File: src/ssp_defs.svh
// constants for the software stack pointer instruction unit
`ifndef SSP_DEFS_SVH
`define SSP_DEFS_SVH
// ***********************************
// opcode fields
// ***********************************
`define SSP_OP_SUB_HI 8'hE9
`define SSP_OP_PUSH_HI 8'hFA
`define SSP_OP_MOVE_HI 9'h1D7
`define SSP_OP_SECOND_HI 4'hF
`define SSP_SEL_SOFT 2'h2
`define SSP_SEL_RETURN 2'h3
// ***********************************
// special data addresses
// ***********************************
`define SSP_ADDR_PCL 12'hFF9
`define SSP_ADDR_RETURN_TOP_LOW_BYTE 12'hFFD
`define SSP_ADDR_RETURN_TOP_HIGH_BYTE 12'hFFE
`define SSP_ADDR_RETURN_TOP_UPPER_BYTE 12'hFFF
`define SSP_IND_LO 12'hFE1
`define SSP_IND_HI 12'hFEF
`define SSP_ZERO_BYTE 8'h00
`endif

File: src/ssp_pkg.sv
// types for the software stack pointer instruction unit
package ssp_pkg;
  typedef enum logic [1:0] {st_idle, st_ret_nop, st_move_src, st_move_dst} exec_state_e;
  typedef logic [11:0] addr_t;
  typedef logic [7:0] byte_t;
endpackage : ssp_pkg

File: src/soft_stack_pointer_instructions.sv
// execution unit for software stack pointer instructions
// Summary of operation
// (RL1) pointer subtract: selected pointer minus 6-bit literal
// (RL2) selector 11 means subtract-and-return on soft pointer
// (RL3) subtract-and-return then loads pc from return top
// (RL4) subtract-and-return: one word, two cycles, nop second
// (RL5) push literal at soft pointer, then decrement
// (RL6) move: addresses are soft pointer plus 7-bit offsets
// (RL7) indirect source reads zero; indirect destination is nop
// (RL8) software never targets pc low or return top
`timescale 1ns/1ns
`include "ssp_defs.svh"
module soft_stack_pointer_instructions (
  input wire logic clk,
  input wire logic reset_n,
  input wire logic cycle_en,
  input wire logic [15:0] instr_word,
  input wire ssp_pkg::byte_t mem_rdata,
  input wire logic [20:0] return_stack_top,
  output logic busy,
  output logic [11:0] indirect_pointer0,
  output logic [11:0] indirect_pointer1,
  output logic [11:0] soft_stack_pointer,
  output logic mem_we,
  output logic mem_re,
  output ssp_pkg::addr_t mem_addr,
  output ssp_pkg::byte_t mem_wdata,
  output logic pc_load,
  output logic [20:0] pc_value,
  output logic fetch_flush
);
  import ssp_pkg::*;

  // ***********************************
  // interface timing
  // ***********************************
  // an instruction is taken at a rising edge with cycle_en high and busy low
  // memory strobes, address and write data are combinational in that cycle
  // mem_rdata must settle in the same cycle; it is sampled at the edge
  // pointers change at the edge that takes the instruction
  // busy marks the second cycle of a return or a move; only that step runs
  // cheaper than a prefetch queue, at the cost of a long combinational path
  // from instr_word through the adder to mem_addr

  // ***********************************
  // decode helpers
  // ***********************************
  // true for the indirect access register window
  function automatic logic is_indirect(input addr_t a);
    is_indirect = (a >= `SSP_IND_LO) && (a <= `SSP_IND_HI) && (a[2:0] != 3'h0);
  endfunction : is_indirect

  // sequencer and datapath state
  exec_state_e state_q; // sequencer state
  logic [11:0] ptr_q [3]; // two indirect pointers and the soft stack pointer
  byte_t data_q; // byte captured from the source

  // opcode decode from the current program word
  wire logic is_sub = instr_word[15:8] == `SSP_OP_SUB_HI;
  wire logic is_push = instr_word[15:8] == `SSP_OP_PUSH_HI;
  wire logic is_move = instr_word[15:7] == `SSP_OP_MOVE_HI; // bit 7 clear is a different op
  wire logic [1:0] sel = instr_word[7:6];
  wire logic idle_go = cycle_en && state_q == st_idle;
  // source address of a move, computed from first word
  wire addr_t src_addr = soft_stack_pointer + {5'h00, instr_word[6:0]};
  // destination from the second word
  wire addr_t dst_addr = soft_stack_pointer + {5'h00, instr_word[6:0]}; // RL6
  // targets pc low and return top are never issued by software
  wire logic dst_bad = is_indirect(dst_addr); // RL7

  // pointer outputs straight from the flops
  assign indirect_pointer0 = ptr_q[0];
  assign indirect_pointer1 = ptr_q[1];
  assign soft_stack_pointer = ptr_q[2];
  assign busy = state_q != st_idle;

  // ***********************************
  // sequencer
  // ***********************************
  // moves wait for second word; returns spend a nop cycle
  always_ff @(posedge clk or negedge reset_n) begin
    if (!reset_n) begin
      state_q <= st_idle;
    end else if (cycle_en) begin
      case (state_q)
        st_idle: begin
          if (is_sub && sel == `SSP_SEL_RETURN) begin
            state_q <= st_ret_nop; // RL4
          end else if (is_move) begin
            state_q <= st_move_dst;
          end
        end
        st_ret_nop: state_q <= st_idle; // RL4
        st_move_dst: state_q <= st_idle;
        default: state_q <= st_idle;
      endcase
    end
  end

  // ***********************************
  // pointer file
  // ***********************************
  // no status flag is touched by any of these ops
  always_ff @(posedge clk or negedge reset_n) begin
    if (!reset_n) begin
      ptr_q[0] <= 12'h000;
      ptr_q[1] <= 12'h000;
      ptr_q[2] <= 12'h000;
    end else if (idle_go) begin
      if (is_sub && sel == `SSP_SEL_RETURN) begin
        ptr_q[2] <= ptr_q[2] - {6'h00, instr_word[5:0]}; // RL2
      end else if (is_sub) begin
        ptr_q[sel] <= ptr_q[sel] - {6'h00, instr_word[5:0]}; // RL1
      end else if (is_push) begin
        ptr_q[2] <= ptr_q[2] - 12'h001; // RL5
      end
    end
  end

  // ***********************************
  // move capture
  // ***********************************
  // source byte is taken in the first cycle
  always_ff @(posedge clk or negedge reset_n) begin
    if (!reset_n) begin
      data_q <= 8'h00;
    end else if (idle_go && is_move) begin
      data_q <= is_indirect(src_addr) ? `SSP_ZERO_BYTE : mem_rdata; // RL7
    end
  end

  // ***********************************
  // memory and pc outputs
  // ***********************************
  // one strobe at most per cycle; all quiet otherwise
  always_comb begin
    mem_we = 1'b0;
    mem_re = 1'b0;
    mem_addr = 12'h000;
    mem_wdata = 8'h00;
    if (idle_go && is_push) begin
      mem_we = 1'b1; // RL5
      mem_addr = soft_stack_pointer;
      mem_wdata = instr_word[7:0];
    end else if (idle_go && is_move) begin
      mem_re = 1'b1; // RL6
      mem_addr = src_addr;
    end else if (cycle_en && state_q == st_move_dst && !dst_bad) begin
      mem_we = 1'b1; // RL6
      mem_addr = dst_addr;
      mem_wdata = data_q;
    end
  end

  // return happens at end of the first cycle
  assign pc_load = idle_go && is_sub && sel == `SSP_SEL_RETURN; // RL3
  assign pc_value = return_stack_top; // RL3
  assign fetch_flush = pc_load; // RL4

  // ***********************************
  // assertions
  // ***********************************
  // pointer 0 drops by the literal
  a_sub_ptr: assert property (@(posedge clk) disable iff (!reset_n) // RL1
    idle_go && is_sub && sel == 2'h0 |=> ptr_q[0] == $past(ptr_q[0]) - {6'h00, $past(instr_word[5:0])})
    else $error("pointer subtract wrong");
  // pointer 1 drops by the literal and pointer 0 is left alone
  a_sub_one: assert property (@(posedge clk) disable iff (!reset_n) // RL1
    idle_go && is_sub && sel == 2'h1 |=>
      ptr_q[1] == $past(ptr_q[1]) - {6'h00, $past(instr_word[5:0])} && $stable(ptr_q[0]))
    else $error("pointer one subtract wrong");
  // return works on the soft pointer only
  a_ret_soft: assert property (@(posedge clk) disable iff (!reset_n) // RL2
    pc_load |=> soft_stack_pointer == $past(soft_stack_pointer) - {6'h00, $past(instr_word[5:0])})
    else $error("return subtract wrong");
  // the other two pointers survive a return
  a_ret_keep: assert property (@(posedge clk) disable iff (!reset_n) // RL2
    pc_load |=> $stable(ptr_q[0]) && $stable(ptr_q[1]))
    else $error("return touched another pointer");
  // second cycle of a return does nothing
  a_ret_nop: assert property (@(posedge clk) disable iff (!reset_n) // RL4
    pc_load |=> busy && !mem_we && !pc_load)
    else $error("return second cycle not idle");
  // nothing leaves the unit in the nop cycle after the fetch is redirected
  a_nop_quiet: assert property (@(posedge clk) disable iff (!reset_n) // RL4
    state_q == st_ret_nop |-> !mem_we && !mem_re && !pc_load && !fetch_flush)
    else $error("activity in return nop cycle");
  // push writes at the pointer, then the pointer drops by one
  a_push_dec: assert property (@(posedge clk) disable iff (!reset_n) // RL5
    idle_go && is_push |-> mem_we && mem_addr == soft_stack_pointer ##1
      soft_stack_pointer == $past(mem_addr) - 12'h001)
    else $error("push wrong");
  // the pushed byte is the literal
  a_push_data: assert property (@(posedge clk) disable iff (!reset_n) // RL5
    idle_go && is_push |-> mem_wdata == instr_word[7:0])
    else $error("push data wrong");
  // indirect destination turns the move into a nop
  a_move_nop: assert property (@(posedge clk) disable iff (!reset_n) // RL7
    state_q == st_move_dst && is_indirect(dst_addr) |-> !mem_we)
    else $error("indirect destination written");
  // indirect source reads as zero
  a_src_zero: assert property (@(posedge clk) disable iff (!reset_n) // RL7
    idle_go && is_move && is_indirect(src_addr) |=> data_q == 8'h00)
    else $error("indirect source not zero");
  // plain source byte is carried to the second cycle
  a_src_copy: assert property (@(posedge clk) disable iff (!reset_n) // RL6
    idle_go && is_move && !is_indirect(src_addr) |=> data_q == $past(mem_rdata))
    else $error("source byte lost");
  // return loads pc from the return stack, only on its own encoding
  a_pc_from_top: assert property (@(posedge clk) disable iff (!reset_n) // RL3
    pc_load |-> instr_word[15:6] == 10'h3A7 && pc_value == return_stack_top && fetch_flush)
    else $error("return pc wrong");
  // move reads at soft pointer plus source offset
  a_move_addr: assert property (@(posedge clk) disable iff (!reset_n) // RL6
    idle_go && is_move |-> mem_re && mem_addr == soft_stack_pointer + {5'h00, instr_word[6:0]})
    else $error("move source address wrong");
  // move holds busy while it waits for its second word
  a_move_len: assert property (@(posedge clk) disable iff (!reset_n) // RL6
    idle_go && is_move |=> busy && state_q == st_move_dst)
    else $error("move length wrong");
  // the second word ends the move
  a_move_end: assert property (@(posedge clk) disable iff (!reset_n) // RL6
    state_q == st_move_dst && cycle_en |=> !busy)
    else $error("move did not end");
endmodule : soft_stack_pointer_instructions

File: config.mk
export PLATFORM = sky130hd
export DESIGN_NAME = soft_stack_pointer_instructions
export DESIGN_NICKNAME = d
export VERILOG_FILES = /design/src/ssp_pkg.sv /design/src/soft_stack_pointer_instructions.sv
export VERILOG_INCLUDE_DIRS = /design/src
export SDC_FILE = /design/constraint.sdc
export NUM_CORES = 1
export LEC_CHECK = 0
export ABC_AREA = 0
export BUFFER_PORTS_ARGS = -buffer_cell sky130_fd_sc_hd__buf_4
export CELL_PAD_IN_SITES_DETAIL_PLACEMENT = 0
export CELL_PAD_IN_SITES_GLOBAL_PLACEMENT = 1
export CORE_MARGIN = 2
export CORE_UTILIZATION = 40
export CTS_BUF_LIST = sky130_fd_sc_hd__clkbuf_4 sky130_fd_sc_hd__clkbuf_8 sky130_fd_sc_hd__clkbuf_16
export DETAILED_ROUTE_END_ITERATION = 8
export PLACE_DENSITY_LB_ADDON = 0.1
export SYNTH_ARGS = -nofsm -noshare
export SYNTH_HDL_FRONTEND = slang
export SYNTH_SLANG_ARGS = --single-unit
File: constraint.sdc
create_clock -name clk -period 6.41 [get_ports clk]
set_input_delay 0.641 -clock clk [delete_from_list [all_inputs] [get_ports clk]]
set_output_delay 0.641 -clock clk [all_outputs]
set_load 0.03 [all_outputs]
Yosys cells after proc, flatten, opt, wreduce, memory -nomap -nowiden. Index checks and enable logic that the tools add are counted. Widths: inputs -> output; s select.

Register bits after elaboration: 46. Bits of input ports: 48.

Add/sub/neg operators: 4. $lt $le $gt $ge: 4. Equality and inequality tests: 6. Multiplexer cells: 24. Bitwise logic cells: 2. Reduce and logical (&&, ||, !) cells: 19.

Operators by type and width (count): $mux 12 (9); $bwmux 36 (1); $mux 8 (4); $bmux 12 s2 (1); $demux 12 s2 (1); $sub 12x6->12 (2); $eq 8x8->1 const B (2); $add 12x7->12 (1); $ge 12x12->1 const B (1); $le 12x12->1 const B (1); $sub 12x1->12 const B (1); $logic_and 1x1->1 (11); $eq 9x9->1 const B (1); $mux 2 (3); $reduce_bool 3->1 (2); $mux 1 (5); $eq 2x2->1 const B (2); $reduce_and 2->1 (2); $ge 3x3->1 const B (1); $lt 3x1->1 const B (1); $ne 3x2->1 const B (1); $not 2->3 (1); $reduce_and 3->1 (1); $logic_not 2->1 (1); other kinds (3) (3).

Logic depth before layout (Yosys ltp). Gate-level depths: netlist (run 1).

Depth in word-level cells: 9. Mapped depth: 15.

Worst setup path before layout (run 1). No wires, ideal clock.

Path kind: input to output. Start: input instr_word[0]. End: output mem_addr[3]. Arrival: 3.236 ns. Setup slack: 2.533 ns. Stages on the path: 10. Buffers on the path: 0. Cells stage by stage: ha_1 -> fa_1 -> nor2b_1 -> o311ai_1 -> a21oi_1 -> nand3b_1 -> a31oi_4 -> a31oi_2 -> nor2_1 -> o21ai_0.

Word-level cells in the longest chain between the ends: 9.

RTL lines: start: declaration (RTL line soft_stack_pointer_instructions.sv:17) `input wire logic [15:0] instr_word,`; $add 12x7->12 * (RTL line soft_stack_pointer_instructions.sv:65, soft_stack_pointer_instructions.sv:67); $ge 12x12->1 (no source line) or $le 12x12->1 (tied branches); $logic_and 1x1->1 (2 in series) (RTL line soft_stack_pointer_instructions.sv:50) `` is_indirect = (a >= `SSP_IND_LO) && (a <= `SSP_IND_HI) && (a[2:0] != 3'h0); ``; $logic_not 1->1 (RTL line soft_stack_pointer_instructions.sv:148) `end else if (cycle_en && state_q == st_move_dst && !dst_bad) begin`; $logic_and 1x1->1 (RTL line soft_stack_pointer_instructions.sv:148); $mux 12 (RTL line soft_stack_pointer_instructions.sv:148); $mux 12 * (RTL line soft_stack_pointer_instructions.sv:145) `end else if (idle_go && is_move) begin`; $mux 12 * (RTL line soft_stack_pointer_instructions.sv:141) `if (idle_go && is_push) begin`; end: declaration (RTL line soft_stack_pointer_instructions.sv:26) `output ssp_pkg::addr_t mem_addr,`.

Mark *: on every way between the ends. The rest lies on a longest branch, timed or not.

Final worst setup path (run 1).
Start: register ptr_q, in the netlist soft_stack_pointer[0]. End: output mem_addr[3].

Word-level cells in the longest chain between the ends: 9.

RTL lines: start: declaration (RTL line soft_stack_pointer_instructions.sv:55) `logic [11:0] ptr_q [3];`; start signal: indexed assignment (RTL line soft_stack_pointer_instructions.sv:113) `ptr_q[sel] <= ptr_q[sel] - {6'h00, instr_word[5:0]};`; $add 12x7->12 * (RTL line soft_stack_pointer_instructions.sv:65, soft_stack_pointer_instructions.sv:67); $ge 12x12->1 (no source line) or $le 12x12->1 (tied branches); $logic_and 1x1->1 (2 in series) (RTL line soft_stack_pointer_instructions.sv:50); $logic_not 1->1 (RTL line soft_stack_pointer_instructions.sv:148); $logic_and 1x1->1 (RTL line soft_stack_pointer_instructions.sv:148); $mux 12 (RTL line soft_stack_pointer_instructions.sv:148); $mux 12 * (RTL line soft_stack_pointer_instructions.sv:145); $mux 12 * (RTL line soft_stack_pointer_instructions.sv:141).

Marks and branches as above.

==> summary.md, run 1 <==
| Metric | Value |
|---|---|
| Sum of negative setup slack | `0 ps` |
| Wire length on met3 | `627 um` |
| GRT Overall Usage | `21.4%` |
| Worst-Skew Late Latency | `310 ps` |
| Synth Register Bits | `46` |
| Origin of the worst setup path | `soft_stack_pointer[0]$_DFFE_PN0P_` |
| CP max stage cell | `dfrtp_1` |
| GRT overflow | `0` |
| Post-CTS Setup Repair Bufs | `0` |
| Synth Net Count | `591` |
| Routed via count | `3792` |
| Cell Area, Synth | `4110 sq um` |
| Post_cts resized | `0` |
| Chip Width | `105 um` |
| GP Congestion | `0.855` |
| RSZ-0062 raised after global routing | `no` |
| Number of routed nets with antenna violations | `0` |
| Initial antenna violation count | `0` |
| Drt total wl | `11600 um` |
| Final core occ | `48.1%` |
| Synth Warn # | `0` |
| Endpoint class of the critical path | `output pin` |
| Num Clock Sinks | `46` |
| Top FF cell, synth | `dfrtp_1` |
| Largest net degree at the start of global routing | `47` |
| Power Density | `136 nW/um^2` |
| Slew @ Worst Pin | `950 ps` |
| First-pass GRT wire length | `19400 um` |
| Share of cells above drive strength 1 | `19.3%` |
| R2R Path End | `data_q[0]$_DFFE_PN0P_` |
| Slew Limit Fails | `0` |
| Count leader, synth | `nand2_1` |
| DP HPWL | `8830 um` |
| CP top delay family | `compound AO/OA/AOI/OAI gates` |
| Post-synth top cells | `57 x nand2_1, 56 x o21ai_0, 46 x dfrtp_1` |
| Final Setup Violations | `0` |
| # IOs | `130` |
| CTS buffer count | `5` |
| Final worst slack | `1780 ps` |
| Post-CTS Hold Buffers | `0` |
| Period Utilization, post-route | `72.3%` |
| H-tree levels | `2` |
| Syn Area/Cell | `7.91 sq um` |
| DRC Markers | `0` |
| WL met2 | `5220 um` |
| Vias/cell | `5.46` |
| Top post-synthesis cells by area | `dfrtp_1 28%, o21ai_0 6.8%, ha_1 6.4%, nand2_1 5.2%, xnor2_1 4.7%` |
| CTS tree | `built` |
| Register clock-pin slew on the reported worst setup and hold paths | `90 ps` |
| Critical path arrival | `3990 ps` |
| Core area | `9860 sq um` |
| Router iterations before antenna repair | `5` |
| Critical Path RT | `5770 ps` |
| Area growth, synth to finish | `15.5%` |
| CP Buf/Inv Count | `1` |
| Netlist cell types | `60` |
| Minimum clock period | `4630 ps` |
| Startpoint class of the critical path | `flip-flop` |
| Starting density of the core | `41.6%` |
| Top Layer Used | `met4` |
| Clk root buf | `clkbuf_8` |
| Hold Crit Class | `in2async` |
| Critical R2R Launch | `soft_stack_pointer[0]$_DFFE_PN0P_` |
| Relative slew slack | `35.9%` |
| Seq/Total Area, Yosys | `28.0%` |
| Ant diodes | `0` |
| DRC marker count from the first detailed-route iteration | `154` |
| Mapped Cells | `519` |
| Crit Path Class | `reg2out` |
| EDFF count, synth | `0` |
| Sequential Area | `1150 sq um` |
| CP Depth | `11` |
| Top-area cell type share of the netlist area | `28.0%` |
| Fillers | `1015` |
| Die footprint | `11100 sq um` |
| DR WL/cell | `16.7 um` |
| Run status | `complete, no violations` |
| Pre-CTS setup slack | `1850 ps` |
| Design Power | `0.000643 W` |
| Vias in the first global route | `3792` |
| Multi-input logic area | `2570 sq um` |
| CP endpoint | `mem_addr[3]` |
| Die Y | `105 um` |
| Synth area leader | `dfrtp_1` |
| Leakage | `2.20 nW` |
| Async set-reset flop share out of synthesis | `100%` |
| Worst Skew | `6.29 ps` |
| R2R setup slack | `3080 ps` |
| I/O Buffers | `87` |
| CTS max path bufs | `2` |
| Routed metal-1 wirelength | `5650 um` |
| Worst path cell trace | `ha_1 -> fa_1 -> nor2b_1 -> o311ai_1 -> a21oi_1 -> or3_4 -> a31oi_4 -> a31oi_2 -> nor2_1 -> o21ai_0 -> buf_4` |
| Max cap viols | `0` |
| Worst-path fanout max | `14` |
| Row cnt | `36` |
| Fmax | `216 MHz` |
| Nets@finish | `633` |
| Hold Fails Final Rpt | `0` |
| CP max stage delay | `520 ps` |
| R2r worst-path depth | `9` |
| Maximum vdd drop | `85.3 uV` |
[state kept, by name, summed over array words and instances (netlist names)]
signal              cells
data_q                  8
indirect_pointer0      12
indirect_pointer1      12
soft_stack_pointer     12
state_q                 2
[cell usage in the layout, fill, tap and decap left out, drive strengths merged, types with 3 or more instances in the layout]
master / count
buf: 90
nand2: 57
o21ai: 56
dfrtp: 46
nor2: 39
a21oi: 27
inv: 25
xnor2: 22
ha: 21
mux2i: 17
nor3: 16
nand3: 15
nor2b: 12
a22o: 10
a32o: 8
a31oi: 8
nand2b: 6
xor2: 6
clkbuf: 6
a21o: 5
and2: 4
nor4: 4
o21a: 4
o22ai: 4
or3: 4
or2: 4
and3: 3
mux2: 3
fa: 3
[how the worst min path moves through the flow]
| stage | end | slack, ps | cells past startpoint |
|---|---|---|---|
| after floorplan | data_q[0]$_DFFE_PN0P_ | 350 | 0 |
| after global placement | data_q[5]$_DFFE_PN0P_ | 490 | 1 |
| after global routing | indirect_pointer0[1]$_DFFE_PN0P_ | 390 | 1 |
| after CTS | soft_stack_pointer[0]$_DFFE_PN0P_ | 380 | 1 |
| after detailed placement | data_q[7]$_DFFE_PN0P_ | 490 | 1 |
| final | indirect_pointer0[1]$_DFFE_PN0P_ | 350 | 1 |
[metrics by stage]
step / hold WS, ps / area (sq um) / cells
finish: 345 / 4740 / 694
global route: 392 / 4740 / 694
CTS: 378 / 4740 / 694
detailed placement: 495 / 4660 / 687
global placement: 490 / 4660 / 687
floorplan: 345 / 4110 / 519
[layout make-up]
| type | instances | area share, % |
|---|---|---|
| Timing Repair Buffer | 90 | 14.2 |
| Clock inverter | 1 | 0.158 |
| Inverter | 25 | 1.98 |
| Sequential cell | 46 | 24.3 |
| Clock buffer | 6 | 1.61 |
| Multi-Input combinational cell | 393 | 54.2 |
| Tap cell | 133 | 3.51 |
[logic make-up after synthesis]
| family | share of synthesized area (%) |
|---|---|
| xor+xnor | 5.97 |
| mux | 4.97 |
| compound gates | 23.7 |
| simple gates | 20.0 |
| buf+inv | 9.51 |
| flops | 28.0 |
| fa+ha+maj | 7.86 |
[power by group]
part	leakage (nW)	switching, W	internal (W)
combinational	1.54	0.0000895	0.0000608
sequential	0.625	0.0000126	0.000296
clock	0.0407	0.000104	0.0000793
[routing by layer]
layer	GRT usage (%)	vias up
met5	0	-
li1	-	1896
met2	34.8	104
met1	30.3	1780
met4	3.71	0
met3	3.46	12
(Power assumes the default switching activity.)
==> inputs of run 2 (changes only) <==
--- a/config.mk
+++ b/config.mk
@@ -11,7 +11,7 @@
 export CELL_PAD_IN_SITES_DETAIL_PLACEMENT = 0
 export CELL_PAD_IN_SITES_GLOBAL_PLACEMENT = 1
 export CORE_MARGIN = 2
-export CORE_UTILIZATION = 40
+export CORE_UTILIZATION = 37
 export CTS_BUF_LIST = sky130_fd_sc_hd__clkbuf_4 sky130_fd_sc_hd__clkbuf_8 sky130_fd_sc_hd__clkbuf_16
 export DETAILED_ROUTE_END_ITERATION = 8
 export PLACE_DENSITY_LB_ADDON = 0.1
==> constraint.sdc (replaced) <==
create_clock -name clk -period 4.85 [get_ports clk]
set_input_delay 0.485 -clock clk [delete_from_list [all_inputs] [get_ports clk]]
set_output_delay 0.485 -clock clk [all_outputs]
set_load 0.03 [all_outputs]
==> summary.md, run 2 (synthesis results as in run 1) <==
| Metric | Value |
|---|---|
| Vias/cell | `5.43` |
| Slew @ Worst Pin | `890 ps` |
| Fmax | `228 MHz` |
| CP max stage delay | `550 ps` |
| CTS max path bufs | `2` |
| Worst-path fanout max | `14` |
| Post-CTS Hold Buffers | `0` |
| Die Y | `109 um` |
| GRT overflow | `0` |
| I/O Buffers | `87` |
| Max cap viols | `0` |
| Startpoint class of the critical path | `flip-flop` |
| Drt total wl | `11900 um` |
| Starting density of the core | `37.9%` |
| Endpoint class of the critical path | `output pin` |
| Post-CTS Setup Repair Bufs | `0` |
| Worst path cell trace | `fa_1 -> nor2b_1 -> o311ai_1 -> a21oi_1 -> or3_4 -> a31oi_4 -> a31oi_2 -> nor2_1 -> o21ai_0 -> buf_4` |
| CP max stage cell | `dfrtp_1` |
| CP Buf/Inv Count | `1` |
| Chip Width | `109 um` |
| Row cnt | `38` |
| DR WL/cell | `16.9 um` |
| Largest net degree at the start of global routing | `47` |
| # IOs | `130` |
| DRC marker count from the first detailed-route iteration | `247` |
| Post_cts resized | `0` |
| Final core occ | `44.3%` |
| Non-filler cells, final | `705` |
| Nets@finish | `636` |
| Router iterations before antenna repair | `4` |
| First-pass GRT wire length | `19100 um` |
| GRT Overall Usage | `20.4%` |
| Crit Path Class | `reg2out` |
| Routed via count | `3829` |
| Die footprint | `12000 sq um` |
| Relative slew slack | `39.9%` |
| DP HPWL | `8890 um` |
| Commonest non-fill, non-tap cell in the layout | `buf_4` |
| Critical R2R Launch | `soft_stack_pointer[1]$_DFFE_PN0P_` |
| Minimum clock period | `4390 ps` |
| CTS tree | `built` |
| Sum of negative setup slack | `0 ps` |
| Most used cells in the layout excluding fill and tap cells | `93 x buf_4, 57 x nand2_1, 55 x o21ai_0, 46 x dfrtp_1, 39 x nor2_1` |
| Vias in the first global route | `3698` |
| CTS buffer count | `5` |
| Worst Skew | `12.4 ps` |
| Register clock-pin slew on the reported worst setup and hold paths | `100 ps` |
| Origin of the worst setup path | `soft_stack_pointer[1]$_DFFE_PN0P_` |
| Area growth, synth to finish | `17.0%` |
| Share of cells above drive strength 1 | `19.8%` |
| Design Power | `0.000916 W` |
| Post-Place Cells | `697` |
| Core area | `10800 sq um` |
| Critical Path RT | `4370 ps` |
| DRC Markers | `0` |
| H-tree levels | `2` |
| CP top delay family | `compound AO/OA/AOI/OAI gates` |
| Number of routed nets with antenna violations | `0` |
| Power Density | `191 nW/um^2` |
| GP Congestion | `0.832` |
| Fillers | `1093` |
| Leakage | `2.24 nW` |
| Maximum vdd drop | `124 uV` |
| Num Clock Sinks | `46` |
| Worst-Skew Late Latency | `310 ps` |
| Run status | `complete, no violations` |
| RSZ-0062 raised after global routing | `no` |
| Hold Crit Class | `in2async` |
| Final worst slack | `463 ps` |
| Ant diodes | `0` |
| Final Setup Violations | `0` |
| Period Utilization, post-route | `90.5%` |
| Initial antenna violation count | `0` |
| Pre-CTS setup slack | `576 ps` |
| Critical path arrival | `3900 ps` |
| Slew Limit Fails | `0` |
| Hold Fails Final Rpt | `0` |
| Clk root buf | `clkbuf_8` |
==> run 2: final timing paths <==
check / end / cells past startpoint / slack [ps]
worst max-delay path: mem_addr[3] / 10 / 460
worst max register to register: data_q[7]$_DFFE_PN0P_ / 8 / 1650
min in group clk: state_q[1]$_DFFE_PN0P_ / 2 / 390
max in group asynchronous: indirect_pointer1[5]$_DFFE_PN0P_ / 1 / 4240
worst min register to register: indirect_pointer0[9]$_DFFE_PN0P_ / 2 / 520
worst min-delay path: soft_stack_pointer[5]$_DFFE_PN0P_ / 1 / 200
==> run 2: report_power, final <==
group | internal, W | switching, W
Combinational | 0.0000819 | 0.000120
Sequential | 0.000392 | 0.0000146
Clock | 0.000166 | 0.000142
==> run 2: routing by layer <==
| layer | up-vias | GRT usage, % | routed length (um) |
|---|---|---|---|
| met5 | - | 0 | 0 |
| met2 | 100 | 32.9 | 5300 |
| met4 | 0 | 5.06 | 167 |
| met1 | 1806 | 29.0 | 5890 |
| li1 | 1901 | - | - |
| met3 | 22 | 2.37 | 534 |
==> run 2: worst reg2reg max path: stages (launching register included) <==
cell and delay, ps:
dfrtp_1 550, fa_1 490, nor2b_1 160, o311ai_1 430
a21oi_1 240, or3_4 420, a31oi_4 170, a31oi_1 320
a22o_1 300
==> run 2: final cells by class <==
class                           instances  area [sq um]  share of cell area, %
Clock buffer                            7          83.8                   1.75
Clock inverter                          1          30.0                  0.625
Inverter                               25          93.8                   1.95
Multi-Input combinational cell        393          2570                   53.5
Sequential cell                        46          1150                   24.0
Tap cell                              140           175                   3.65
Timing Repair Buffer                   93           698                   14.5
==> run 2: per-stage QoR <==
stage,hold slack (ps),instance area [sq um]
after floorplan,189,4110
after global placement,489,4690
after detailed placement,496,4690
after CTS,228,4800
after global routing,246,4800
final,202,4800
==> inputs of run 3 (changes only) <==
--- a/config.mk
+++ b/config.mk
@@ -12,9 +12,9 @@
 export CELL_PAD_IN_SITES_GLOBAL_PLACEMENT = 1
 export CORE_MARGIN = 2
 export CORE_UTILIZATION = 37
-export CTS_BUF_LIST = sky130_fd_sc_hd__clkbuf_4 sky130_fd_sc_hd__clkbuf_8 sky130_fd_sc_hd__clkbuf_16
 export DETAILED_ROUTE_END_ITERATION = 8
 export PLACE_DENSITY_LB_ADDON = 0.1
+export REMOVE_ABC_BUFFERS = 1
 export SYNTH_ARGS = -nofsm -noshare
 export SYNTH_HDL_FRONTEND = slang
 export SYNTH_SLANG_ARGS = --single-unit
==> summary.md, run 3 (synthesis results as in run 1) <==
| Metric | Value |
|---|---|
| GRT overflow | `0` |
| Clk root buf | `clkbuf_8` |
| Fillers | `1122` |
| Die footprint | `12000 sq um` |
| Number of routed nets with antenna violations | `0` |
| RSZ-0062 raised after global routing | `no` |
| Num Clock Sinks | `46` |
| I/O Buffers | `87` |
| Nets@finish | `635` |
| Row cnt | `38` |
| CTS tree | `built` |
| Routed via count | `3882` |
| Sum of negative setup slack | `0 ps` |
| R2R Path End | `data_q[2]$_DFFE_PN0P_` |
| Starting density of the core | `37.9%` |
| Final worst slack | `414 ps` |
| Final core occ | `44.3%` |
| Share of cells above drive strength 1 | `19.7%` |
| DP HPWL | `9460 um` |
| CTS max path bufs | `2` |
| Minimum clock period | `4440 ps` |
| R2r worst-path depth | `9` |
| Core area | `10800 sq um` |
| Non-filler cells, final | `704` |
| Register clock-pin slew on the reported worst setup and hold paths | `110 ps` |
| Worst Skew | `17.2 ps` |
| Area growth, synth to finish | `16.9%` |
| Die Y | `109 um` |
| Design Power | `0.000926 W` |
| GRT Overall Usage | `21.8%` |
| Router iterations before antenna repair | `4` |
| Largest net degree at the start of global routing | `47` |
| Slew @ Worst Pin | `945 ps` |
| DRC marker count from the first detailed-route iteration | `192` |
| Startpoint class of the critical path | `flip-flop` |
| CP max stage cell | `dfrtp_1` |
| Pre-CTS setup slack | `684 ps` |
| Run status | `complete, no violations` |
| Post-Place Cells | `696` |
| Relative slew slack | `36.7%` |
| Vias/cell | `5.51` |
| Max cap viols | `0` |
| Critical path arrival | `3950 ps` |
| Leakage | `2.23 nW` |
| DRC Markers | `0` |
| Most used cells in the layout excluding fill and tap cells | `92 x buf_4, 57 x nand2_1, 55 x o21ai_0, 46 x dfrtp_1, 39 x nor2_1` |
| Post_cts resized | `0` |
| CP max stage delay | `510 ps` |
| Worst path cell trace | `ha_1 -> fa_1 -> nor2b_1 -> o311ai_1 -> a21oi_1 -> or3_4 -> a31oi_4 -> a31oi_2 -> or2_1 -> a22o_1 -> buf_4` |
| Critical Path RT | `4370 ps` |
| Crit Path Class | `reg2out` |
| GP Congestion | `0.825` |
| Maximum vdd drop | `131 uV` |
| Drt total wl | `12800 um` |
| CTS buffer count | `5` |
| Fmax | `225 MHz` |
| H-tree levels | `2` |
| Worst-path fanout max | `14` |
| Post-CTS Hold Buffers | `0` |
| Initial antenna violation count | `0` |
| Chip Width | `109 um` |
| Hold Fails Final Rpt | `0` |
| Ant diodes | `0` |
| Worst-Skew Late Latency | `320 ps` |
| Final Setup Violations | `0` |
| Endpoint class of the critical path | `output pin` |
| Hold Crit Class | `in2async` |
| Vias in the first global route | `3675` |
| Slew Limit Fails | `0` |
| Power Density | `193 nW/um^2` |
| # IOs | `130` |
| Period Utilization, post-route | `91.5%` |
| DR WL/cell | `18.1 um` |
| Critical R2R Launch | `soft_stack_pointer[0]$_DFFE_PN0P_` |
| Post-CTS Setup Repair Bufs | `0` |
| First-pass GRT wire length | `20000 um` |
| Commonest non-fill, non-tap cell in the layout | `buf_4` |
| R2R setup slack | `1470 ps` |
## run 3: cell types whose count changed in the layout (fill, tap and decap cells not counted), sizes merged
cell,delta
clkbuf,-2
buf,-1
clkinvlp,+1
inv,+1
## run 3: cell type report
cell class / count / area, sq um / area share [%]
multi-input combinational: 393 / 2570 / 53.6
sequential: 46 / 1150 / 24.0
timing repair buffer: 92 / 691 / 14.4
tap: 140 / 175 / 3.65
inverter: 25 / 93.8 / 1.96
clock buffer: 5 / 68.8 / 1.43
clock inverter: 3 / 48.8 / 1.02
## run 3: how the worst max path moves through the flow
stage | slack (ps) | cells after the start | from | end
after floorplan | 800 | 4 | instr_word[8] | fetch_flush
after global placement | 750 | 12 | instr_word[0] | mem_addr[3]
after detailed placement | 680 | 12 | instr_word[0] | mem_addr[6]
after CTS | 400 | 11 | soft_stack_pointer[0]$_DFFE_PN0P_ | mem_addr[2]
after global routing | 70 | 11 | soft_stack_pointer[0]$_DFFE_PN0P_ | mem_addr[6]
final | 410 | 11 | soft_stack_pointer[0]$_DFFE_PN0P_ | mem_addr[2]
## run 3: critical path: cells and delay by family (launching register included)
kind	cells	cell delay, ps
buffers and inverters	1	170
DFF	1	510
AOI/OAI and AO/OA	5	1340
adders and majority gates	2	670
and+or+nand+nor	3	940
## run 3: metal layers
metal / global-route usage, % / vias up / wire (um)
li1: - / 1909 / -
met1: 30.6 / 1855 / 6110
met2: 33.7 / 107 / 5790
met3: 4.86 / 11 / 697
met4: 5.33 / 0 / 170
met5: 1.79 / - / 0
## run 3: power by group
group / internal, W / switching (W)
clock network: 0.000158 / 0.000162
logic: 0.0000806 / 0.000118
registers: 0.000392 / 0.0000159
total: 0.000630 / 0.000296
## run 3: through the flow
stage	hold WS, ps	area [sq um]
global route	203	4800
CTS	197	4800
finish	166	4800
floorplan	189	3810
detailed placement	492	4680
global placement	486	4680
